<file path="src/hdl/bgcf_pkg.sv">
// Constants and carriers for the bridge general control field bank.
// Assumes config accesses arrive as aligned dwords with byte enables.
package bgcf_pkg;

  // ****************************************************************
  // Register map
  // ****************************************************************
  localparam logic [7:0] BGCF_GEN_CTRL_OFS = 8'hD4;
  localparam logic [7:0] BGCF_RSVD_A_OFS   = 8'hD8;

  // ****************************************************************
  // Field positions in the general control word
  // ****************************************************************
  localparam int BGCF_PREF_OFF_BIT  = 19;
  localparam int BGCF_L0S_LSB       = 16;
  localparam int BGCF_L1_LSB        = 13;
  localparam int BGCF_VC_BIT        = 12;
  localparam int BGCF_CLK_STOP_BIT  = 11;
  localparam int BGCF_BEACON_BIT    = 10;
  localparam int BGCF_SCALE_LSB     = 8;
  localparam int BGCF_VALUE_LSB     = 0;

  // ****************************************************************
  // Reset values
  // ****************************************************************
  localparam logic [2:0]  BGCF_L0S_RST    = 3'h0;
  localparam logic [2:0]  BGCF_L1_RST     = 3'h0;
  localparam logic [1:0]  BGCF_SCALE_RST  = 2'h0;
  localparam logic [7:0]  BGCF_VALUE_RST  = 8'h5F;
  localparam logic [7:0]  BGCF_RSVD_RST   = 8'h00;
  localparam logic [11:0] BGCF_AER_NEXT_OFF = 12'h000;
  localparam logic [11:0] BGCF_AER_NEXT_ON  = 12'h150;

  // ****************************************************************
  // Carriers
  // ****************************************************************
  typedef struct packed {
    logic        wr;
    logic        rd;
    logic [7:0]  addr;
    logic [3:0]  be;
    logic [31:0] wdata;
  } bgcf_cfg_req_t;

  typedef struct packed {
    logic        rvalid;
    logic [31:0] rdata;
  } bgcf_cfg_rsp_t;

  typedef struct packed {
    logic [2:0]  cap_shallow_exit_copy;
    logic [2:0]  cap_deep_exit_copy;
    logic [11:0] aer_next_cap;
    logic        prefetch_single_dword;
    logic        quad_line_fetch_eff;
    logic        sec_clk_run;
    logic [1:0]  min_power_scale;
    logic [7:0]  min_power_value;
  } bgcf_ctrl_t;

endpackage : bgcf_pkg

</file>
<file path="src/hdl/bgcf_bank.sv">
// General control fields of the bridge plus one reserved byte register.
// Assumes rst_b is the fundamental reset, already combined from the
// slot reset and global_reset_n outside this block.
//
// What this block does
// - Prefetch bit clear fetches to line boundary; set fetches one dword.
// - With prefetch bit set, the quad line fetch control is ignored.
// - Prefetch bit only acts while line boundary check is enabled.
// - Shallow idle exit field bits 18:16 copies into capabilities bits 8:6.
// - Shallow exit code 000 under 64 ns, doubling, 111 above 4 us.
// - Deep idle exit field bits 15:13 copies into capabilities bits 11:9.
// - Deep exit code 000 under 1 us, doubling, 111 above 64 us.
// - Virtual channel bit 12 reads 0; next capability offset reads 000h.
// - Bit 11 set stops secondary clocks in D3; clear keeps them running.
// - Bit 10 clear wakes from L2 by WAKE only; set uses beacon too.
// - Bits 9:8 hold scale applied to the minimum power value.
// - Minimum power value bits 7:0 reset to 5Fh, meaning 0.95 W.
// - Minimum power value writable by EEPROM load and config writes.
// - Bits 15:13, 12, 11, 9:8, 7:0 reset only by fundamental reset.
// - Beacon bit 10 reset only by global or power-on reset.
// - Reserved byte at D8h resets to zero by fundamental reset only.
`timescale 1ns/1ps

module bgcf_bank (
  input  wire logic                   clk,
  input  wire logic                   rst_b,
  input  wire logic                   global_reset_n,
  input  wire bgcf_pkg::bgcf_cfg_req_t cfg_req,
  output bgcf_pkg::bgcf_cfg_rsp_t      cfg_rsp,
  input  wire logic                   eeprom_wr,
  input  wire logic [7:0]             eeprom_value,
  input  wire logic                   line_check_en,
  input  wire logic                   quad_line_fetch,
  input  wire logic                   in_d3,
  output bgcf_pkg::bgcf_ctrl_t         ctrl,
  output logic                        wake_use_beacon,
  output logic                        wake_use_wake
);
  import bgcf_pkg::*;

  // ****************************************************************
  // State
  // ****************************************************************
  typedef struct packed {
    logic          read_prefetch_off;
    logic [2:0]    shallow_idle_exit_limit;
    logic [2:0]    deep_idle_exit_limit;
    logic          secondary_clock_stop_in_d3;
    logic [1:0]    min_power_scale;
    logic [7:0]    min_power_value;
    logic [7:0]    reserved_vendor_cfg_a;
    bgcf_cfg_rsp_t rsp;
    bgcf_ctrl_t    ctrl;
  } bgcf_state_t;

  bgcf_state_t state;
  bgcf_state_t next_state;

  // Beacon select lives on its own reset, so it survives a fundamental
  // reset that is not also a global one.
  logic beacon_enable;
  logic next_beacon_enable;
  logic beacon_wake_out;

  // ****************************************************************
  // Decode
  // ****************************************************************
  logic        hit_gen;
  logic        hit_rsvd;
  logic [31:0] gen_word;
  logic        pref_single;

  assign hit_gen  = (cfg_req.addr == BGCF_GEN_CTRL_OFS);
  assign hit_rsvd = (cfg_req.addr == BGCF_RSVD_A_OFS);

  // Read image; the virtual channel bit is a constant zero
  always_comb begin
    gen_word = 32'h0000_0000;
    gen_word[BGCF_PREF_OFF_BIT] = state.read_prefetch_off;
    gen_word[BGCF_L0S_LSB +: 3] = state.shallow_idle_exit_limit;
    gen_word[BGCF_L1_LSB +: 3]  = state.deep_idle_exit_limit;
    gen_word[BGCF_VC_BIT]       = 1'b0;
    gen_word[BGCF_CLK_STOP_BIT] = state.secondary_clock_stop_in_d3;
    gen_word[BGCF_BEACON_BIT]   = beacon_enable;
    gen_word[BGCF_SCALE_LSB +: 2] = state.min_power_scale;
    gen_word[BGCF_VALUE_LSB +: 8] = state.min_power_value;
  end

  // ****************************************************************
  // Next state
  // ****************************************************************
  always_comb begin
    next_state = state;
    next_beacon_enable = beacon_enable;

    // EEPROM autoload first, so a config write in the same cycle wins
    if (eeprom_wr) begin
      next_state.min_power_value = eeprom_value;
    end

    if (cfg_req.wr && hit_gen) begin
      if (cfg_req.be[0]) begin
        next_state.min_power_value =
          cfg_req.wdata[BGCF_VALUE_LSB +: 8];
      end
      if (cfg_req.be[1]) begin
        next_state.min_power_scale =
          cfg_req.wdata[BGCF_SCALE_LSB +: 2];
        next_beacon_enable = cfg_req.wdata[BGCF_BEACON_BIT];
        next_state.secondary_clock_stop_in_d3 =
          cfg_req.wdata[BGCF_CLK_STOP_BIT];
        // Bit 12 has no storage, so written data is dropped.
        next_state.deep_idle_exit_limit =
          cfg_req.wdata[BGCF_L1_LSB +: 3];
      end
      if (cfg_req.be[2]) begin
        next_state.shallow_idle_exit_limit =
          cfg_req.wdata[BGCF_L0S_LSB +: 3];
        next_state.read_prefetch_off = cfg_req.wdata[BGCF_PREF_OFF_BIT];
      end
    end

    // Kept writable; the field has no effect inside this block
    if (cfg_req.wr && hit_rsvd && cfg_req.be[0]) begin
      next_state.reserved_vendor_cfg_a = cfg_req.wdata[7:0];
    end

    // Read answer one cycle after the request; unmapped reads give zero
    next_state.rsp.rvalid = cfg_req.rd;
    next_state.rsp.rdata  = 32'h0000_0000;
    if (cfg_req.rd && hit_gen) begin
      next_state.rsp.rdata = gen_word;
    end else if (cfg_req.rd && hit_rsvd) begin
      next_state.rsp.rdata = {24'h00_0000, state.reserved_vendor_cfg_a};
    end

    // Outputs follow the stored fields one cycle behind
    next_state.ctrl.cap_shallow_exit_copy =
      state.shallow_idle_exit_limit;
    next_state.ctrl.cap_deep_exit_copy =
      state.deep_idle_exit_limit;
    next_state.ctrl.aer_next_cap = BGCF_AER_NEXT_OFF;
    next_state.ctrl.prefetch_single_dword = pref_single;
    next_state.ctrl.quad_line_fetch_eff =
      quad_line_fetch && !pref_single;
    next_state.ctrl.sec_clk_run =
      !(in_d3 && state.secondary_clock_stop_in_d3);
    next_state.ctrl.min_power_scale = state.min_power_scale;
    next_state.ctrl.min_power_value = state.min_power_value;
  end

  // Prefetch control is gated by the line boundary check
  assign pref_single = line_check_en && state.read_prefetch_off;

  // ****************************************************************
  // Fundamental reset domain
  // ****************************************************************
  always_ff @(posedge clk or negedge rst_b) begin
    if (!rst_b) begin
      state.read_prefetch_off          <= 1'b0;
      state.shallow_idle_exit_limit    <= BGCF_L0S_RST;
      state.deep_idle_exit_limit       <= BGCF_L1_RST;
      state.secondary_clock_stop_in_d3 <= 1'b0;
      state.min_power_scale            <= BGCF_SCALE_RST;
      state.min_power_value            <= BGCF_VALUE_RST;
      state.reserved_vendor_cfg_a      <= BGCF_RSVD_RST;
      state.rsp.rvalid                 <= 1'b0;
      state.rsp.rdata                  <= 32'h0000_0000;
      state.ctrl.cap_shallow_exit_copy <= BGCF_L0S_RST;
      state.ctrl.cap_deep_exit_copy    <= BGCF_L1_RST;
      state.ctrl.aer_next_cap          <= BGCF_AER_NEXT_OFF;
      state.ctrl.prefetch_single_dword <= 1'b0;
      state.ctrl.quad_line_fetch_eff   <= 1'b0;
      state.ctrl.sec_clk_run           <= 1'b1;
      state.ctrl.min_power_scale       <= BGCF_SCALE_RST;
      state.ctrl.min_power_value       <= BGCF_VALUE_RST;
    end else begin
      state <= next_state;
    end
  end

  // ****************************************************************
  // Global reset domain
  // ****************************************************************
  always_ff @(posedge clk or negedge global_reset_n) begin
    if (!global_reset_n) begin
      beacon_enable   <= 1'b0;
      beacon_wake_out <= 1'b0;
    end else begin
      beacon_enable   <= next_beacon_enable;
      beacon_wake_out <= beacon_enable;
    end
  end

  // WAKE is used in both modes, so its select is a constant flop
  always_ff @(posedge clk or negedge global_reset_n) begin
    if (!global_reset_n) begin
      wake_use_wake <= 1'b1;
    end else begin
      wake_use_wake <= 1'b1;
    end
  end

  assign wake_use_beacon = beacon_wake_out;
  assign cfg_rsp         = state.rsp;
  assign ctrl            = state.ctrl;

endmodule : bgcf_bank

</file>
<file path="config.mk">
export PLATFORM = sky130hd
export DESIGN_NAME = bgcf_bank
export DESIGN_NICKNAME = d
export VERILOG_FILES = /design/src/hdl/bgcf_pkg.sv /design/src/hdl/bgcf_bank.sv
export SDC_FILE = /design/constraint.sdc
export NUM_CORES = 1
export LEC_CHECK = 0
export BUFFER_PORTS_ARGS = -buffer_cell sky130_fd_sc_hd__buf_2
export CAP_MARGIN = 20
export CORE_ASPECT_RATIO = 1.75
export CORE_MARGIN = 2
export CORE_UTILIZATION = 47
export DETAILED_ROUTE_END_ITERATION = 8
export GPL_ROUTABILITY_DRIVEN = 1
export GPL_TIMING_DRIVEN = 0
export PLACE_DENSITY = 0.82
export REMOVE_ABC_BUFFERS = 1
export SLEW_MARGIN = 0
export SYNTH_ARGS = -nofsm -noshare
export SYNTH_HDL_FRONTEND = slang
export SYNTH_SLANG_ARGS = --single-unit
</file>
<file path="constraint.sdc">
create_clock -name clk -period 1.4 [get_ports clk]
set_clock_uncertainty 0.1 [all_clocks]
set_input_delay 0.28 -clock clk [delete_from_list [all_inputs] [get_ports clk]]
set_output_delay 0.28 -clock clk [all_outputs]
set_load 0.005 [all_outputs]
</file>
# Word level (Yosys, flattened, before mapping)
# Index checks and enable logic that the tools add are counted.
classes:
  n_lt_le_gt_ge: 0
  eq_ne: 2
  muxes: 5
  mul: 0
  n_bitwise: 0
  addsub: 0
  div_mod_pow: 0
  shift: 0
  reduce_logical: 12
op_table:
  columns: ["op", "n"]
  rows:
  - ["$mux W8", 4]
  - ["$mux W20", 1]
  - ["$eq A8 B8 Y1 const B", 2]
  - ["$logic_and A1 B1 Y1", 8]
  - ["$reduce_and A2 Y1", 2]
  - ["$logic_not A1 Y1", 2]
totals:
  memories: 0
  latch_bits: 0
  output_inout_bits: 66
  inputBits: 61
  ramBits: 0
  word_cells: 37
  romBits: 0
  regBits: 80

# Longest topological paths before layout
# Gate-level depths: netlist of run 1.
depth:
  depth_word: 4
  ltp_mapped: 5
  depth_no_buf: 3

# Least setup slack after synthesis of run 1
# Ideal clock, no wire load.
synth_path:
  path_type: "input-to-reg"
  from: "in cfg_req[39] (netlist bit)"
  to: "reg beacon_enable"
  n_path_buf: 0
  setup_time_ps: 125
  cell_stages: 3
  required_ps: 1175
  t_arrival_ps: 1531
  slack_ps: -355
  path_cell_list: "or4b_4 nor3_4 mux2_2"
synth_between:
  elab_chain_len: 3
synth_rtl:
  columns: ["item", "line_no", "source"]
  rows:
  - ["from (decl)", "bgcf_bank.sv:28", "input wire bgcf_pkg::bgcf_cfg_req_t cfg_req,"]
  - ["$eq A8 B8 Y1", "bgcf_bank.sv:73", "assign hit_gen = (cfg_req.addr == BGCF_GEN_CTRL_OFS);"]
  - ["$logic_and A1 B1 Y1", "bgcf_bank.sv:101", "if (cfg_req.wr && hit_gen) begin"]
  - ["$reduce_and A2 Y1 (no line)", null, null]
  - ["to (signal assigned)", "bgcf_bank.sv:190", "beacon_enable <= next_beacon_enable;"]
  - ["to (decl)", "bgcf_bank.sv:61", "logic beacon_enable;"]
# Every way passes these cells.
# A chain may end at the register's enable or synchronous reset.

# Final worst setup path of run 1
layout_path:
  from: "in cfg_req[36] (netlist bit)"
  to: "reg state, in the netlist gen_word[18]"
layout_between:
  elab_chain_len: 3
layout_rtl:
  columns: ["item", "line_no", "source"]
  rows:
  - ["$eq A8 B8 Y1", "bgcf_bank.sv:73", null]
  - ["$logic_and A1 B1 Y1", "bgcf_bank.sv:101", null]
  - ["$reduce_and A2 Y1 (no line)", null, null]
  - ["to (signal assigned)", "bgcf_bank.sv:178", "state <= next_state;"]
  - ["to (decl)", "bgcf_bank.sv:56", "bgcf_state_t state;"]
# Every way passes these cells.

==> metrics.cfg, run 1 <==
[hold_path]
holdPathEnd=ctrl[11]
hold_path_startpoint=quad_line_fetch
hold_path_class=in2reg
hold_depth=2

[clock_network]
numCtsBuffers=9
cts_max_path_buffers=2
h_tree_depth=3
clkSinkCount=67
cts.clk_slew.worst_paths_ns=0.07
clkLatencyLatePin_ns=0.33
clock-root-buffer=sky130_fd_sc_hd__clkbuf_8
cts_tree=built

[floorplanning]
floorplan.initialDensity=0.479
floorplan.die.height_um=109
floorplan.io_pins=127
core.rowCount=38
fp.coreArea_sq_mm=0.00613
die_x_um=63.8
die-area_sq_mm=0.00693

[grt]
grt_start_max_net_pins=40
via_count_of_the_first_global_routing_pass=1626
antenna_found_initial=0
grt_remaining_overflow=0
grt_use_total=0.159
first_pass_grt_wire_length_mm=8.00

[critical_path]
slack_of_the_worst_reg_to_reg_path_ns=0.24
regToRegEndpoint=gen_word[7]
cell_count_of_the_worst_reg_to_reg_path=2
reg2reg_from=gen_word[7]
timing.critical_path.arrival_ns=1.67
timing.setup.critical_path_class=in2reg
critical_path.endpoint_type=register
cp_max_fo=4
critical_path_required_ns=1.52
crit_path_start_kind=primary input

[cells_and_area]
fraction_of_final_layout_cells_sized_beyond_drive_strength_1=0.581
seq_area_sq_mm=0.00169
final_design_area_no_fill_sq_mm=0.00348
areaGrowthSynthToFinish_pct=18.4
finish.cell_count_without_fillers=369
insertedDiodeCount=0
fin_util=0.568
multi_input_area_sq_um=903
num-fill-cells=496
nets=345

[synth]
synthDominantAreaCellType=sky130_fd_sc_hd__dfrtp_1
synth-seq-cells=67
synth.lib_cells_used.distinct=22
synth_top_area_frac=0.460
synthesized_netlist_cell_count=220
synth_sequential_area_ratio=0.576
netlist_area_sq_mm=0.00294
synth_edf_count=0
synth_async_sr_flop_share=1.00
ys.flop_type=sky130_fd_sc_hd__dfrtp_1
synth.yosys.warnings=0
syn_area_per_cell_sq_um=13.4
synth.top_cells.by_area=sky130_fd_sc_hd__dfrtp_1 46%, sky130_fd_sc_hd__buf_4 17%, sky130_fd_sc_hd__mux2_2 13%

[timing]
fmax_mhz=646
final.hold.worst_slack_ns=0.0704
tightestPinTransition_ns=0.675
slew_viol_final=0
timing.final.hold_violations=0
post-route-worst-setup-slack_ns=-0.148
final.period_utilization=1.11
max-slew-margin-rel=0.549
rsz_0062_raised_after_global_routing=true
timing.final.crit_period_ns=1.55
setup_viol_count_final=20

[place]
postPlaceCellArea_sq_mm=0.00308
dp_hpwl_mm=3.68
post-place-cells=341
numPortBuffers=86
gp_congestion=0.703

[pwr]
total_leakage_power_nw=1.85
internal-power_mw=2.93
p_per_area_mw_per_mm2=1090
power.switching_mw=0.877
combinational_share_of_power=0.084
p_clk_frac=0.373
switching_share=0.230
vdd.ir_drop.worst_mv=0.574
sequentialPowerShare=0.544

[route]
drt-pass1-iter-count=4
drc_errors=0
detail_route.iter0.violations=64
route.antenna.remaining_nets=0
route.detailed.vias_per_inst=4.48
routed_wire_length_per_instance_um=13.9
totalWireLength_mm=5.13
num_vias=1653

[job]
number_of_max_capacitance_violations_reported=0

[outcome]
outcome=finished with violations
failing_checks=negative setup slack

-- metal layers --
metal / up-vias / part of all wire / track usage
li1: 761 / - / -
met1: 807 / 0.37 / 0.176
met2: 77 / 0.54 / 0.267
met3: 8 / 0.071 / 0.0495
met4: 0 / 0.022 / 0.0932
met5: - / 0 / 0
-- how the worst max path moves through the flow --
stage | startpoint | to | cells past startpoint
after floorplan | cfg_req[39] | beacon_enable | 3
after global placement | cfg_req[38] | cfg_rsp[16] | 4
after detailed placement | cfg_req[38] | cfg_rsp[17] | 4
after CTS | cfg_req[36] | gen_word[7] | 5
after global routing | cfg_req[36] | gen_word[7] | 5
final | cfg_req[36] | gen_word[18] | 4
-- stage by stage --
stage | setup TNS (ns) | setup slack (ns) | power (mW)
after global routing | -2.27 | -0.167 | 3.99
final | -1.74 | -0.148 | 3.80
after CTS | -1.47 | -0.116 | 3.85
after detailed placement | -27.66 | -0.870 | 2.39
after global placement | -42.82 | -1.40 | 2.37
after floorplan | -11.45 | -0.355 | 2.21
-- synthesized netlist by cell type, types with 2 or more instances --
library cell and instances:
sky130_fd_sc_hd__buf_4 65, sky130_fd_sc_hd__mux2_2 34, sky130_fd_sc_hd__nor2b_1 3, sky130_fd_sc_hd__and2_1 12, sky130_fd_sc_hd__dfrtp_1 54, sky130_fd_sc_hd__a22oi_1 8
sky130_fd_sc_hd__dfstp_2 13, sky130_fd_sc_hd__nor2_1 8, sky130_fd_sc_hd__clkbuf_1 4, sky130_fd_sc_hd__conb_1 2, sky130_fd_sc_hd__nor3_4 3, sky130_fd_sc_hd__nand2_1 4
-- logic make-up after synthesis --
family	share of synthesized area
compound gates	0.0204
flops	0.576
buf+inv	0.174
mux	0.134
other cells	0.00256
simple gates	0.0932
-- power by group through the flow --
stage          Sequential [mW]  Combinational [mW]  Clock [mW]
2_1_floorplan             2.10               0.111           0
3_3_place_gp              2.10               0.270           0
3_5_place_dp              2.10               0.286           0
4_1_cts                   2.07               0.322        1.46
5_1_grt                   2.08               0.354        1.56
6_report                  2.07               0.318        1.42
-- what timing repair did --
action / 4_1_cts / 5_1_grt
gates resized for setup: 19 / 2
endpoints found under the setup margin: 38 / 27
pin swaps: 4 / 0
setup buffers: 8 / 0
hold endpoints to repair: 24 / 0
hold buffers: 4 / 0
gates cloned: 0 / 0
-- layout make-up --
type / instances / area share
clock inverter: 5 / 0.00791
inverter: 1 / 0.00108
multi-input combinational: 106 / 0.260
clock buffer: 11 / 0.0435
sequential: 67 / 0.486
tap: 80 / 0.0288
timing repair buffer: 99 / 0.173
-- cells in the final DEF (no fill, tap or decap), types with 2 or more instances in the layout --
cell,synthesis,routed
sky130_fd_sc_hd__clkinv_2,0,4
sky130_fd_sc_hd__a22oi_1,8,8
sky130_fd_sc_hd__dfrtp_1,54,54
sky130_fd_sc_hd__nor3_4,3,3
sky130_fd_sc_hd__and2_1,12,12
sky130_fd_sc_hd__buf_12,0,4
sky130_fd_sc_hd__conb_1,2,26
sky130_fd_sc_hd__nor2b_1,3,2
sky130_fd_sc_hd__buf_6,0,3
sky130_fd_sc_hd__dlygate4sd3_1,0,4
sky130_fd_sc_hd__dfstp_2,13,13
sky130_fd_sc_hd__mux2_2,34,19
sky130_fd_sc_hd__buf_4,65,3
sky130_fd_sc_hd__clkbuf_8,0,11
sky130_fd_sc_hd__nor2_1,8,8
sky130_fd_sc_hd__nand2_1,4,4
sky130_fd_sc_hd__buf_2,0,85
sky130_fd_sc_hd__mux2_4,0,16
-- worst max-delay path, stage by stage --
cell	delay (ns)
sky130_fd_sc_hd__buf_6	0.09
sky130_fd_sc_hd__or4b_4	0.59
sky130_fd_sc_hd__nor3_4	0.33
sky130_fd_sc_hd__mux2_2	0.38
-- flip-flops by register name, summed over array words and instances, names as in the netlist --
name and flops:
cfg_rsp 20, state 8, beacon_enable 1, gen_word 18, ctrl 19, wake_use_beacon 1
No activity file was read; power rests on OpenSTA's default activity.
==> inputs of run 2 (changes only) <==
SETUP_SLACK_MARGIN = 0.3   (was not set)
==> run 2 against run 1 <==
  * The flow finishes with violations (negative hold slack, negative setup slack)
  * Critical path type unchanged
  * Clock power is essentially flat
  * Non-clock buffer count shrank 1
  * Count of clock-buffer cells in the layout unchanged
  * Critical path depth did not move
  * Design area increased by 1.4%
  * Sequential share of layout area fell by 0.66 points
  * Hold slack got worse by 0.22 ns
  * Cell count is 0.27% lower
  * Power is 0.22% higher
  * Sequential cell count did not move
  * Largest cell class unchanged
==> metrics.cfg, run 2 (synthesis gave the netlist of run 1 again) <==
[place]
dp_hpwl_mm=3.68
post-place-cells=341
gp_congestion=0.703
numPortBuffers=86
postPlaceCellArea_sq_mm=0.00308

[critical_path]
critical_path_required_ns=1.52
crit_path_start_kind=primary input
slack_of_the_worst_reg_to_reg_path_ns=0.24
timing.critical_path.arrival_ns=1.66
cell_count_of_the_worst_reg_to_reg_path=2
timing.setup.critical_path_class=in2reg
critical_path.endpoint_type=register
cp_max_fo=4

[timing]
max-slew-margin-rel=0.597
post-route-worst-setup-slack_ns=-0.139
fmax_mhz=650
rsz_0062_raised_after_global_routing=true
final.hold.worst_slack_ns=-0.151
slew_viol_final=0
setup_viol_count_final=20
timing.final.hold_violations=20
final.period_utilization=1.10
tightestPinTransition_ns=0.605
timing.final.crit_period_ns=1.54
setup-tns-final_ns=-1.72

[outcome]
failing_checks=negative hold slack, negative setup slack
outcome=finished with violations

[grt]
grt_start_max_net_pins=40
grt_remaining_overflow=0
via_count_of_the_first_global_routing_pass=1639
grt_use_total=0.160
first_pass_grt_wire_length_mm=8.05
antenna_found_initial=0

[route]
totalWireLength_mm=5.22
drt-pass1-iter-count=4
route.antenna.remaining_nets=0
detail_route.iter0.violations=56
drc_errors=0
route.detailed.vias_per_inst=4.49
num_vias=1654
routed_wire_length_per_instance_um=14.2

[cells_and_area]
layout_commonest_cell=sky130_fd_sc_hd__buf_2
fraction_of_final_layout_cells_sized_beyond_drive_strength_1=0.635
finish.cell_count_without_fillers=368
final_cell_mix=83 x sky130_fd_sc_hd__buf_2, 54 x sky130_fd_sc_hd__dfrtp_1, 26 x sky130_fd_sc_hd__conb_1
nets=344
areaGrowthSynthToFinish_pct=20.1
insertedDiodeCount=0
final_design_area_no_fill_sq_mm=0.00353
largest_register_ffs=20

[clock_network]
clock-root-buffer=sky130_fd_sc_hd__clkbuf_8
cts_hold_buffers=3
cts.clk_slew.worst_paths_ns=0.07
h_tree_depth=3
clkSinkCount=67
numCtsBuffers=9
cts_tree=built
clkLatencyLatePin_ns=0.34
cts_max_path_buffers=2

[pwr]
vdd.ir_drop.worst_mv=0.578
internal-power_mw=2.93
sequentialPowerShare=0.543
p_per_area_mw_per_mm2=1080
combinational_share_of_power=0.085
switching_share=0.231
p_clk_frac=0.371
power.switching_mw=0.880
total_leakage_power_nw=1.87

[floorplanning]
floorplan.initialDensity=0.479
fp.coreArea_sq_mm=0.00613
die-area_sq_mm=0.00693
floorplan.die.height_um=109
floorplan.io_pins=127
core.rowCount=38
die_x_um=63.8

[job]
number_of_max_capacitance_violations_reported=0

[hold_path]
hold_path_class=in2async

[run 2: cell count changes in the layout (fill, tap and decap cells not counted), sizes merged]
cell,before,now
dlygate4sd3,4,3
[run 2: final cells by class]
cell class	count	area, sq um
flip-flops and latches	67	1690
repair buffers	98	604
multi-input cells	106	948
clock buffers	11	151
inverters	1	3.75
clock inverters	5	27.5
fillers	488	2610
well taps	80	100
[run 2: routing by layer]
layer / part of all wire / track usage / vias up
li1: - / - / 759
met1: 0.36 / 0.174 / 810
met2: 0.55 / 0.273 / 77
met3: 0.068 / 0.0495 / 8
met4: 0.022 / 0.0932 / 0
met5: 0 / 0 / -
[run 2: path summary, 6_finish.rpt]
path	start	end
max	cfg_req[36]	gen_word[18]
min	rst_b	cfg_rsp[16]
max reg2reg	gen_word[7]	gen_word[7]
min reg2reg	gen_word[3]	ctrl[3]
max in group asynchronous	rst_b	gen_word[3]
min in group clk	cfg_req[15]	gen_word[15]
[run 2: power groups by stage]
stage	registers [mW]	clock network, mW	logic (mW)
3_5_place_dp	2.10	0	0.286
5_1_grt	2.08	1.56	0.361
4_1_cts	2.07	1.46	0.325
3_3_place_gp	2.10	0	0.270
2_1_floorplan	2.10	0	0.111
6_report	2.07	1.42	0.326
[run 2: critical path, cell delays in order]
cell,delay [ns]
sky130_fd_sc_hd__buf_6,0.09
sky130_fd_sc_hd__or4b_4,0.59
sky130_fd_sc_hd__nor3_4,0.32
sky130_fd_sc_hd__mux2_2,0.38
[run 2: repair_timing]
| action | 4_1_cts | 5_1_grt |
|---|---|---|
| pin swaps | 5 | 5 |
| hold endpoints to repair | 24 | 20 |
| resized for setup | 28 | 11 |
| buffers inserted | 8 | 0 |
| setup endpoints to repair | 86 | 86 |
| gates cloned | 0 | 0 |
[run 2: metrics by stage]
stage	utilization	setup WS, ns	hold slack [ns]	total power, mW
global placement	0.498	-1.40	-0.0358	2.37
detailed placement	0.502	-0.870	-0.0287	2.39
global route	0.575	-0.167	-0.120	4.00
finish	0.575	-0.139	-0.151	3.81
floorplan	-	-0.355	-0.116	2.21
CTS	0.570	-0.116	-0.144	3.85
==> inputs of run 3 (changes only) <==
CORE_ASPECT_RATIO = 0.6   (was 1.75)
==> run 3 against run 2 <==
  * The run still ends with negative hold slack, negative setup slack left
  * Wire length decreased by 1.6%
  * Register-to-register slack improved by 0.03 ns
  * Sequential share of layout area decreased by 0.89 points
  * Combinational power increased by 4%
  * Cell count increased by 1.9%
  * Largest power group unchanged
  * Via count decreased by 1.0%
  * Die area about the same
  * Critical path depth increased by 1
  * Sequential cell count unchanged
  * Design area increased by 1.9%
==> metrics.cfg, run 3 (synthesis gave the netlist of run 1 again) <==
[timing]
setup-tns-final_ns=-1.46
rsz_0062_raised_after_global_routing=true
timing.final.crit_period_ns=1.49
timing.final.hold_violations=20
post-route-worst-setup-slack_ns=-0.0875
tightestPinTransition_ns=0.503
fmax_mhz=672
final.period_utilization=1.06
slew_viol_final=0
final.hold.worst_slack_ns=-0.180
setup_viol_count_final=27
max-slew-margin-rel=0.664

[grt]
antenna_found_initial=0
first_pass_grt_wire_length_mm=8.00
grt_remaining_overflow=0
via_count_of_the_first_global_routing_pass=1685
grt_use_total=0.155
grt_start_max_net_pins=43

[cells_and_area]
nets=347
finish.cell_count_without_fillers=375
areaGrowthSynthToFinish_pct=22.3
layout_commonest_cell=sky130_fd_sc_hd__buf_2
largest_register_ffs=20
fin_util=0.591
final_cell_mix=80 x sky130_fd_sc_hd__buf_2, 54 x sky130_fd_sc_hd__dfrtp_1, 26 x sky130_fd_sc_hd__conb_1
num-fill-cells=506
insertedDiodeCount=0
fraction_of_final_layout_cells_sized_beyond_drive_strength_1=0.601
final_design_area_no_fill_sq_mm=0.00359

[floorplanning]
fp.coreArea_sq_mm=0.00608
floorplan.die.height_um=65.3
die-area_sq_mm=0.00692
floorplan.io_pins=127
core.rowCount=22
floorplan.initialDensity=0.483
die_x_um=106

[pwr]
vdd.ir_drop.worst_mv=0.545
total_leakage_power_nw=1.90
totalPowerFinal_mw=4.13
p_per_area_mw_per_mm2=1150

[hold_path]
hold_path_class=in2async

[route]
drt-pass1-iter-count=4
routed_wire_length_per_instance_um=13.7
route.antenna.remaining_nets=0
detail_route.iter0.violations=51
route.detailed.vias_per_inst=4.37
drc_errors=0
drt-met1-wl_mm=2.22
routed-wl-met2_mm=2.63
dr.max_layer_used=met4
totalWireLength_mm=5.14
num_vias=1637
dr_wl_met3_um=271

[critical_path]
crit_path_start_kind=primary input
critical_path.endpoint_type=register
timing.setup.critical_path_class=in2reg
cp_max_fo=4
timing.critical_path.arrival_ns=1.60
reg2reg_from=gen_word[5]
critical_path_required_ns=1.51
cp_startpoint=cfg_req[36]

[clock_network]
clkSinkCount=67
clkLatencyLatePin_ns=0.32
numCtsBuffers=9
cts_hold_buffers=3
cts_max_path_buffers=2
h_tree_depth=3
clock-root-buffer=sky130_fd_sc_hd__clkbuf_8
cts_tree=built
cts.clk_slew.worst_paths_ns=0.07

[place]
numPortBuffers=86
gp_congestion=0.693
place_ws_ns=-0.872
post-place-cells=345
postPlaceCellArea_sq_mm=0.00308
dp_hpwl_mm=3.56

[outcome]
outcome=finished with violations
failing_checks=negative hold slack, negative setup slack

[job]
number_of_max_capacitance_violations_reported=0

## run 3: cell count changes in the layout (fill, tap and decap cells not counted), sizes merged
cell	previous run	this run
buf	95	98
clkbuf	11	12
clkinv	4	2
clkinvlp	1	0
bufinv	0	2
## run 3: where the power goes
| group | internal (mW) | leakage, nW | total, mW | switching, mW |
|---|---|---|---|---|
| clock network | 1.05 | 0.111 | 1.72 | 0.669 |
| logic | 0.183 | 0.911 | 0.338 | 0.155 |
| registers | 2.03 | 0.875 | 2.07 | 0.0380 |
## run 3: routing by layer
| layer | track usage | up-vias |
|---|---|---|
| met1 | 0.194 | 815 |
| li1 | - | 765 |
| met2 | 0.263 | 55 |
| met4 | 0.0395 | 0 |
| met5 | 0 | - |
| met3 | 0.0506 | 2 |
## run 3: area by class of cell
class                           instances  area [sq um]  share of cell area
Clock inverter                          4          73.8              0.0205
Timing Repair Buffer                  101           637               0.177
Clock buffer                           12           145              0.0404
Sequential cell                        67          1690               0.471
Tap cell                               84           105              0.0292
Multi-Input combinational cell        106           937               0.261
Inverter                                1          3.75             0.00104
## run 3: path summary, 6_finish.rpt
path | to | slack, ns | cells after the start
hold reg to reg | ctrl[3] | 0.28 | 0
min in group clk | ctrl[11] | 0.07 | 2
max in group asynchronous | ctrl[10] | 0.73 | 2
setup / recovery | gen_word[5] | -0.09 | 5
setup reg to reg | gen_word[5] | 0.27 | 2
hold / removal | ctrl[9] | -0.18 | 1
## run 3: repair_timing
action,4_1_cts,5_1_grt
pin swaps,5,3
hold endpoints to repair,24,20
buffers inserted,8,2
gates resized for setup,28,11
endpoints found under the setup margin,86,86
gates cloned,0,1
## run 3: critical path: stages
cell                     delay, ns
sky130_fd_sc_hd__buf_6        0.09
sky130_fd_sc_hd__or4b_4       0.59
sky130_fd_sc_hd__nor3_4       0.18
sky130_fd_sc_hd__buf_6        0.16
sky130_fd_sc_hd__mux2_4       0.29
